[config.mk]
export PLATFORM = sky130hd
export DESIGN_NAME = supply_fault_status_bank
export DESIGN_NICKNAME = d
export VERILOG_FILES = /design/src/inc/fault_bank_pkg.sv /design/src/supply_fault_status_bank.sv /design/src/fault_sync.sv
export VERILOG_INCLUDE_DIRS = /design/src /design/src/inc
export SDC_FILE = /design/constraint.sdc
export NUM_CORES = 1
export LEC_CHECK = 0
export BUFFER_PORTS_ARGS = -buffer_cell sky130_fd_sc_hd__buf_2
export CAP_MARGIN = 20
export CORE_UTILIZATION = 49
export CTS_CLUSTER_DIAMETER = 50
export DETAILED_ROUTE_END_ITERATION = 7
export PLACE_DENSITY = 0.79
export SLEW_MARGIN = 20
export SYNTH_ARGS = -nofsm -noshare
export SYNTH_HDL_FRONTEND = slang
export SYNTH_SLANG_ARGS = --single-unit
[constraint.sdc]
create_clock -name clk -period 2 [get_ports clk]
set_clock_uncertainty 0.05 [all_clocks]
set_input_delay 0.4 -clock clk [delete_from_list [all_inputs] [get_ports clk]]
set_output_delay 0.4 -clock clk [all_outputs]
set_load 0.05 [all_outputs]
[src/inc/fault_bank_map.svh]
// Register offsets, field positions, reset values and codes of the supply fault bank.
`ifndef FAULT_BANK_MAP_SVH
`define FAULT_BANK_MAP_SVH

// ----------------------------------------------------------------------------
// Register indices (byte address is four times the index)
// ----------------------------------------------------------------------------
`define SUPPLY_FLAGS_IDX      8'h0e
`define BOOST_FLAGS_IDX       8'h10
`define IRQ_CONTROL_IDX       8'h12

// ----------------------------------------------------------------------------
// Reset values
// ----------------------------------------------------------------------------
`define SUPPLY_FLAGS_RESET    16'h0000
`define BOOST_FLAGS_RESET     16'h0000
`define IRQ_CONTROL_RESET     2'h0

// ----------------------------------------------------------------------------
// Field positions of the supply fault flags (status bit, ack is one lower)
// ----------------------------------------------------------------------------
`define CONFIG_CHECK_FAULT_FLAG_BIT       15
`define SYNC_CLOCK_MISSING_FLAG_BIT       13
`define PUMP_FAULT_FLAG_BIT               11
`define PUMP_CAPACITOR_MISSING_FLAG_BIT   9
`define INPUT_OVERCURRENT_FLAG_BIT        7
`define LOGIC_SUPPLY_LOW_FLAG_BIT         5
`define INPUT_OVERVOLTAGE_FLAG_BIT        3
`define INPUT_SUPPLY_LOW_FLAG_BIT         1

// ----------------------------------------------------------------------------
// Interrupt enable field codes
// ----------------------------------------------------------------------------
`define IRQ_ENABLE_CODE       2'h3
`define IRQ_DISABLE_CODE      2'h1

`endif

[src/inc/fault_bank_pkg.sv]
// Types shared by the supply fault bank design files.
package fault_bank_pkg;

    typedef logic [15:0] flag_word_t;

    typedef enum logic [1:0]
    {
        resp_okay   = 2'b00,
        resp_slverr = 2'b10
    } axi_resp_t;

endpackage

[src/supply_fault_status_bank.sv]
// Supply and boost fault status bank with AXI4-Lite register access.
//
// Overview of operation
// - Configuration check error latches status bit 15 high; zero when no fault.
// - Missing boost sync clock latches status bit 13 high; zero otherwise.
// - Charge pump fault latches status bit 11 high; zero otherwise.
// - Missing charge pump capacitor latches status bit 9 high; zero otherwise.
// - Input over-current latches status bit 7 high; zero otherwise.
// - Logic supply undervoltage latches status bit 5 high; zero otherwise.
// - Input over-voltage latches status bit 3 high; zero otherwise.
// - Input undervoltage latches status bit 1 high; zero otherwise.
// - Writing one to status and its lower ack bit together clears the flag; irq falls once no supply or boost flag is left.
// - Supply fault register sits at index 0Eh and resets to zero.
// - Boost fault register sits at index 10h and resets to zero.
//
// The AXI4-Lite slave port was decided locally.
`timescale 1ns/1ps
`include "fault_bank_map.svh"

module supply_fault_status_bank
    import fault_bank_pkg::*;
#(
    parameter int ADDR_W = 8
)
(
    // Clock and reset
    input  wire logic              clk,
    input  wire logic              rst,
    // Supply fault sources, asynchronous levels
    input  wire logic              config_check_fault,
    input  wire logic              sync_clock_missing,
    input  wire logic              pump_fault,
    input  wire logic              pump_capacitor_missing,
    input  wire logic              input_overcurrent,
    input  wire logic              logic_supply_low,
    input  wire logic              input_overvoltage,
    input  wire logic              input_supply_low,
    // Boost fault sources, asynchronous levels, bit i reported as pair i at status bits 2i+1 and 2i
    input  wire logic [7:0]        boost_fault,
    // Interrupt request
    output logic                   irq,
    // AXI4-Lite write address
    input  wire logic [ADDR_W-1:0] awaddr,
    input  wire logic [2:0]        awprot,
    input  wire logic              awvalid,
    output logic                   awready,
    // AXI4-Lite write data
    input  wire logic [31:0]       wdata,
    input  wire logic [3:0]        wstrb,
    input  wire logic              wvalid,
    output logic                   wready,
    // AXI4-Lite write response
    output logic [1:0]             bresp,
    output logic                   bvalid,
    input  wire logic              bready,
    // AXI4-Lite read address
    input  wire logic [ADDR_W-1:0] araddr,
    input  wire logic [2:0]        arprot,
    input  wire logic              arvalid,
    output logic                   arready,
    // AXI4-Lite read data
    output logic [31:0]            rdata,
    output logic [1:0]             rresp,
    output logic                   rvalid,
    input  wire logic              rready
);

    // ------------------------------------------------------------------------
    // Addresses
    // ------------------------------------------------------------------------
    localparam logic [ADDR_W-1:0] supply_addr = ADDR_W'(`SUPPLY_FLAGS_IDX * 4);
    localparam logic [ADDR_W-1:0] boost_addr  = ADDR_W'(`BOOST_FLAGS_IDX * 4);
    localparam logic [ADDR_W-1:0] irq_addr    = ADDR_W'(`IRQ_CONTROL_IDX * 4);

    // ------------------------------------------------------------------------
    // Fault input synchronisation
    // ------------------------------------------------------------------------
    logic [7:0] supply_raw;
    logic [7:0] supply_seen;
    logic [7:0] boost_seen;

    assign supply_raw = {config_check_fault, sync_clock_missing, pump_fault,
                         pump_capacitor_missing, input_overcurrent, logic_supply_low,
                         input_overvoltage, input_supply_low};

    fault_sync #(.WIDTH(16)) u_sync
    (
        .clk       (clk),
        .rst       (rst),
        .level_in  ({supply_raw, boost_fault}),
        .level_out ({supply_seen, boost_seen})
    );

    // ------------------------------------------------------------------------
    // Bus handshake state
    // ------------------------------------------------------------------------
    logic [ADDR_W-1:0] aw_addr_q;
    logic [15:0]       w_data_q;
    logic              aw_held;
    logic              w_held;
    logic              next_aw_held;
    logic              next_w_held;
    logic              next_bvalid;
    logic              next_rvalid;
    logic              aw_fire;
    logic              w_fire;
    logic              write_fire;
    logic              ar_fire;

    assign aw_fire      = awvalid & awready;
    assign w_fire       = wvalid & wready;
    assign ar_fire      = arvalid & arready;
    // Address and data are taken in either order; the write acts once both are held.
    assign write_fire   = aw_held & w_held & ~bvalid;
    assign next_aw_held = aw_held ? ~write_fire : aw_fire;
    assign next_w_held  = w_held ? ~write_fire : w_fire;
    assign next_bvalid  = write_fire | (bvalid & ~bready);
    assign next_rvalid  = ar_fire | (rvalid & ~rready);

    // ------------------------------------------------------------------------
    // Write decode
    // ------------------------------------------------------------------------
    logic wr_supply;
    logic wr_boost;
    logic wr_irq;
    logic wr_hit;

    assign wr_supply = aw_addr_q[ADDR_W-1:2] == supply_addr[ADDR_W-1:2];
    assign wr_boost  = aw_addr_q[ADDR_W-1:2] == boost_addr[ADDR_W-1:2];
    assign wr_irq    = aw_addr_q[ADDR_W-1:2] == irq_addr[ADDR_W-1:2];
    assign wr_hit    = wr_supply | wr_boost | wr_irq;

    // ------------------------------------------------------------------------
    // Fault flags
    // ------------------------------------------------------------------------
    logic [7:0] supply_flag;
    logic [7:0] boost_flag;
    logic [7:0] next_supply_flag;
    logic [7:0] next_boost_flag;
    logic [7:0] clr_supply;
    logic [7:0] clr_boost;
    flag_word_t supply_word;
    flag_word_t boost_word;

    // Byte enables are already folded into w_data_q when the data is taken.
    for (genvar i = 0; i < 8; i++)
    begin : g_pair
        assign clr_supply[i] = write_fire & wr_supply
                               & w_data_q[2*i+1] & w_data_q[2*i];
        assign clr_boost[i]  = write_fire & wr_boost
                               & w_data_q[2*i+1] & w_data_q[2*i];
        // A fault present in the clearing cycle wins over the clear.
        assign next_supply_flag[i] = supply_seen[i] | (supply_flag[i] & ~clr_supply[i]);
        assign next_boost_flag[i]  = boost_seen[i] | (boost_flag[i] & ~clr_boost[i]);
        // Ack bits act only in the write and read back as zero.
        assign supply_word[2*i+1]  = supply_flag[i];
        assign supply_word[2*i]    = 1'b0;
        assign boost_word[2*i+1]   = boost_flag[i];
        assign boost_word[2*i]     = 1'b0;
    end

    always_ff @(posedge clk)
    begin
        if (rst)
        begin
            supply_flag <= 8'h00;
            boost_flag  <= 8'h00;
        end
        else
        begin
            supply_flag <= next_supply_flag;
            boost_flag  <= next_boost_flag;
        end
    end

    // ------------------------------------------------------------------------
    // Interrupt control
    // ------------------------------------------------------------------------
    logic [1:0] irq_field;
    logic       irq_enabled;
    logic       any_flag;
    logic       wstrb_lo_q;

    assign irq_enabled = irq_field == `IRQ_ENABLE_CODE;
    assign any_flag    = |{supply_flag, boost_flag};

    always_ff @(posedge clk)
    begin
        if (rst)
            irq_field <= `IRQ_CONTROL_RESET;
        else if (write_fire & wr_irq & wstrb_lo_q)
            irq_field <= w_data_q[1:0];
    end

    // ------------------------------------------------------------------------
    // Bus registers
    // ------------------------------------------------------------------------
    logic       rd_supply;
    logic       rd_boost;
    logic       rd_irq;
    flag_word_t next_rdata;

    assign rd_supply  = araddr[ADDR_W-1:2] == supply_addr[ADDR_W-1:2];
    assign rd_boost   = araddr[ADDR_W-1:2] == boost_addr[ADDR_W-1:2];
    assign rd_irq     = araddr[ADDR_W-1:2] == irq_addr[ADDR_W-1:2];
    assign next_rdata = rd_supply ? supply_word :
                        rd_boost  ? boost_word  :
                        rd_irq    ? {14'h0000, irq_field} : 16'h0000;

    always_ff @(posedge clk)
    begin
        if (rst)
        begin
            aw_held    <= 1'b0;
            w_held     <= 1'b0;
            aw_addr_q  <= '0;
            w_data_q   <= 16'h0000;
            wstrb_lo_q <= 1'b0;
            awready    <= 1'b0;
            wready     <= 1'b0;
            bvalid     <= 1'b0;
            bresp      <= resp_okay;
            arready    <= 1'b0;
            rvalid     <= 1'b0;
            rresp      <= resp_okay;
            rdata      <= 32'h0000_0000;
            irq        <= 1'b0;
        end
        else
        begin
            aw_held <= next_aw_held;
            w_held  <= next_w_held;
            awready <= ~next_aw_held & ~next_bvalid;
            wready  <= ~next_w_held & ~next_bvalid;
            arready <= ~next_rvalid;
            bvalid  <= next_bvalid;
            rvalid  <= next_rvalid;
            irq     <= irq_enabled & any_flag;
            if (aw_fire)
                aw_addr_q <= awaddr;
            if (w_fire)
            begin
                w_data_q   <= wdata[15:0] & {{8{wstrb[1]}}, {8{wstrb[0]}}};
                wstrb_lo_q <= wstrb[0];
            end
            if (write_fire)
                bresp <= wr_hit ? resp_okay : resp_slverr;
            if (ar_fire)
            begin
                rdata <= {16'h0000, next_rdata};
                rresp <= (rd_supply | rd_boost | rd_irq) ? resp_okay : resp_slverr;
            end
        end
    end
endmodule

[src/fault_sync.sv]
// Two-flop synchroniser for a vector of asynchronous fault levels.
`timescale 1ns/1ps

module fault_sync
    import fault_bank_pkg::*;
#(
    parameter int WIDTH = 8
)
(
    // Clock and reset
    input  wire logic             clk,
    input  wire logic             rst,
    // Fault levels
    input  wire logic [WIDTH-1:0] level_in,
    output logic      [WIDTH-1:0] level_out
);

    logic [WIDTH-1:0] stage;

    // The first stage is read only by the second stage.
    for (genvar i = 0; i < WIDTH; i++)
    begin : g_bit
        always_ff @(posedge clk)
        begin
            if (rst)
            begin
                stage[i]     <= 1'b0;
                level_out[i] <= 1'b0;
            end
            else
            begin
                stage[i]     <= level_in[i];
                level_out[i] <= stage[i];
            end
        end
    end

endmodule

==> results.py <==
metrics = {
    "clock_network": {
        "root_buffer": "clkbuf_8",
        "cts_resized": 0,
        "h-tree-depth": 3,
        "cts_tree": "built",
        "clock_latency_ps": 360,
        "clkTransAtPathRegs_ps": 100,
        "cts_buffers": 9,
        "clkSinkCount": 92,
        "cts_setup_buffers": 0,
        "hold_buffers": 0,
        "cts_buffer_depth": 2,
    },
    "worst_setup_path": {
        "worstRegToRegCells": 4,
        "slowest_stage": "or4b_4",
        "required_ps": 2190,
        "worstPathMaxFanout": 8,
        "crit_path_max_incr_delay_ps": 540,
        "startpoint_type": "flip-flop",
        "end_kind": "flip-flop",
        "worstSetupPathType": "flip-flop to flip-flop",
        "r2r_start": "aw_addr_q[2]",
        "critical_path_buf_inv_count": 0,
        "worstPathCellList": "or4b_4 -> or2_1 -> nor2_4 -> a211oi_1",
        "worstPathArrival_ps": 1830,
        "critPathTopFamily": "simple AND/OR/NAND/NOR gates",
        "startpoint": "aw_addr_q[2]",
        "worstSetupPathDepth": 4,
    },
    "synth": {
        "synth_top_cell_by_area": "dfxtp_1",
        "ys_ff_latch": 92,
        "netlist_instances": 376,
        "syn_area_mm2": 0.00345,
        "avgSynthCellArea_um2": 9.17,
        "async_flop_share_pct": 0,
        "synth_most_common_cell": "dfxtp_1",
        "synth_seq_area_share_pct": 53.4,
        "netlist.area_leader.share_pct": 53.4,
        "synth_cell_types": 37,
        "synth_area_leaders": "dfxtp_1 (53%), nor2b_1 (6.4%), buf_4 (5.4%)",
        "synthTopCellsByCount": "dfxtp_1 (92), nand2_1 (41), a21oi_1 (35), nor2b_1 (35), buf_4 (25)",
        "synth_edf_count": 0,
        "synthFlopType": "dfxtp_1",
        "synth.yosys.warnings": 0,
    },
    "sta": {
        "post-route-period-util_pct": 82.0,
        "slew_violations": 0,
        "worstMarginPinSlew_ps": 590,
        "tns_ps": 0,
        "rsz0062_at_grt": "false",
        "finalHoldViolCount": 0,
        "setup_violations": 0,
        "slew_headroom_pct": 60.7,
        "fin_crit_ps": 1640,
        "max_clock_freq_mhz": 610,
    },
    "placement": {
        "dpl.hpwl_mm": 4.61,
        "place_congestion": 0.817,
        "dpl_cell_area_mm2": 0.00375,
        "io_buffers": 69,
    },
    "finish": {
        "area_growth_syn_to_layout_pct": 14.4,
        "stdcell_area_mm2": 0.00394,
        "drive_gt1_share_pct": 21.6,
        "fin_util_pct": 58.0,
        "final_nets": 521,
        "nFillCells": 614,
        "diodes": 0,
    },
    "floorplanning": {
        "rows": 30,
        "die_y_um": 85.9,
        "ios": 123,
        "core-area_mm2": 0.00679,
        "initial_core_util_pct": 50.7,
        "die_w_um": 85.9,
        "dieArea_mm2": 0.00737,
    },
    "detailed_routing": {
        "via_per_inst": 4.85,
        "drc": 0,
        "detail_route.first_pass.iterations": 5,
        "drt_iter0_drc": 88,
        "wire_per_inst_um": 11.6,
        "drtAntennaViolNets": 0,
        "num_vias": 2625,
        "finalWirelength_mm": 6.25,
    },
    "power": {
        "seqPwrFrac_pct": 55.1,
        "p_clk_share_pct": 32.9,
        "ir_worst_vdd_v": 0.000524,
        "p_leak_nw": 1.57,
        "power_density_mw_per_mm2": 904,
        "p_sw_share_pct": 29.2,
        "p_sw_w": 0.00104,
        "p_int_w": 0.00252,
        "combPwrFrac_pct": 12.0,
        "power_w": 0.00357,
    },
    "worst_hold_path": {
        "min_from": "logic_supply_low",
        "min_path_type": "input pin to flip-flop",
        "holdPathStages": 2,
    },
    "global_routing": {
        "grt.total_usage_pct": 17.8,
        "grt_max_degree": 37,
        "antenna_found_initial": 0,
        "grt_pass1_wl_mm": 10.3,
        "grt_pass1_vias": 2368,
        "grt-ovfl-total": 0,
    },
    "run": {
        "maxCapViolations": 0,
    },
    "status": {
        "status": "finished, final reports clean",
    },
}
-- through the flow --
stage               setup WS, ps  cells  hold WS (ps)
CTS                          358    541           184
floorplan                    278    400           361
finish                       359    541           191
global placement             214    525           366
detailed placement           150    525           370
global route                 295    541           185
-- power by group through the flow --
stage                     Clock [W]  Combinational (W)  Sequential, W
after floorplan                   0           0.000308        0.00206
after global placement            0           0.000419        0.00201
after detailed placement          0           0.000427        0.00201
after CTS                   0.00120           0.000427        0.00197
after global routing        0.00127           0.000464        0.00198
final                       0.00117           0.000426        0.00197
-- metal layers --
metal / GRT usage (%) / part of all wire (%)
met5: 0 / 0
met4: 8.64 / 2.4
met3: 4.14 / 5.0
met2: 29.9 / 48
met1: 21.3 / 45
-- worst reg2reg max path: stages (launching register included) --
cell and delay [ps]:
dfxtp_1 340, or4b_4 540, or2_1 270, nor2_4 210, a211oi_1 110
-- worst paths after layout --
kind | slack [ps] | end
hold / removal | 190 | u_sync.stage[10]
hold reg to reg | 390 | supply_flag[4]
setup reg to reg | 360 | boost_flag[2]
setup / recovery | 360 | boost_flag[2]
-- layout by cell type, fill, tap and decap left out, types with 6 or more instances in the layout --
master	n
dfxtp_1	92
inv_1	9
clkbuf_8	9
nand3_1	24
nor2_1	24
mux2i_1	6
nor3_1	11
a21oi_1	35
conb_1	25
nor2b_1	35
a211oi_1	13
o21ai_0	12
nand2_1	41
buf_2	69
-- kinds of logic after synthesis --
group / after synthesis / share of synthesized area (%)
simple gates: 159 / 24.5
flops: 92 / 53.4
other cells: 1 / 0.109
mux: 7 / 2.07
compound gates: 64 / 10.8
buf+inv: 53 / 9.07
-- sequential cells by signal, indices dropped and copies added, names as in the netlist --
| name | flops |
|---|---|
| rdata | 9 |
| w_data_q | 16 |
| arready | 1 |
| bvalid | 1 |
| wstrb_lo_q | 1 |
| u_sync.level_out | 16 |
| w_held | 1 |
| u_sync.stage | 16 |
| supply_flag | 8 |
| awready | 1 |
| rvalid | 1 |
| rresp | 1 |
| aw_addr_q | 6 |
| aw_held | 1 |
| bresp | 1 |
| irq | 1 |
| irq_field | 2 |
| boost_flag | 8 |
| wready | 1 |
-- area by class of cell --
type | instances | area (um^2) | area share [%]
clock buffer | 9 | 124 | 3.14
tap | 96 | 120 | 3.05
multi-input combinational | 255 | 1380 | 35.1
timing repair buffer | 73 | 375 | 9.52
inverter | 9 | 33.8 | 0.857
clock inverter | 7 | 65.1 | 1.65
sequential | 92 | 1840 | 46.7
Note: power is estimated with default switching activity, not from simulation.
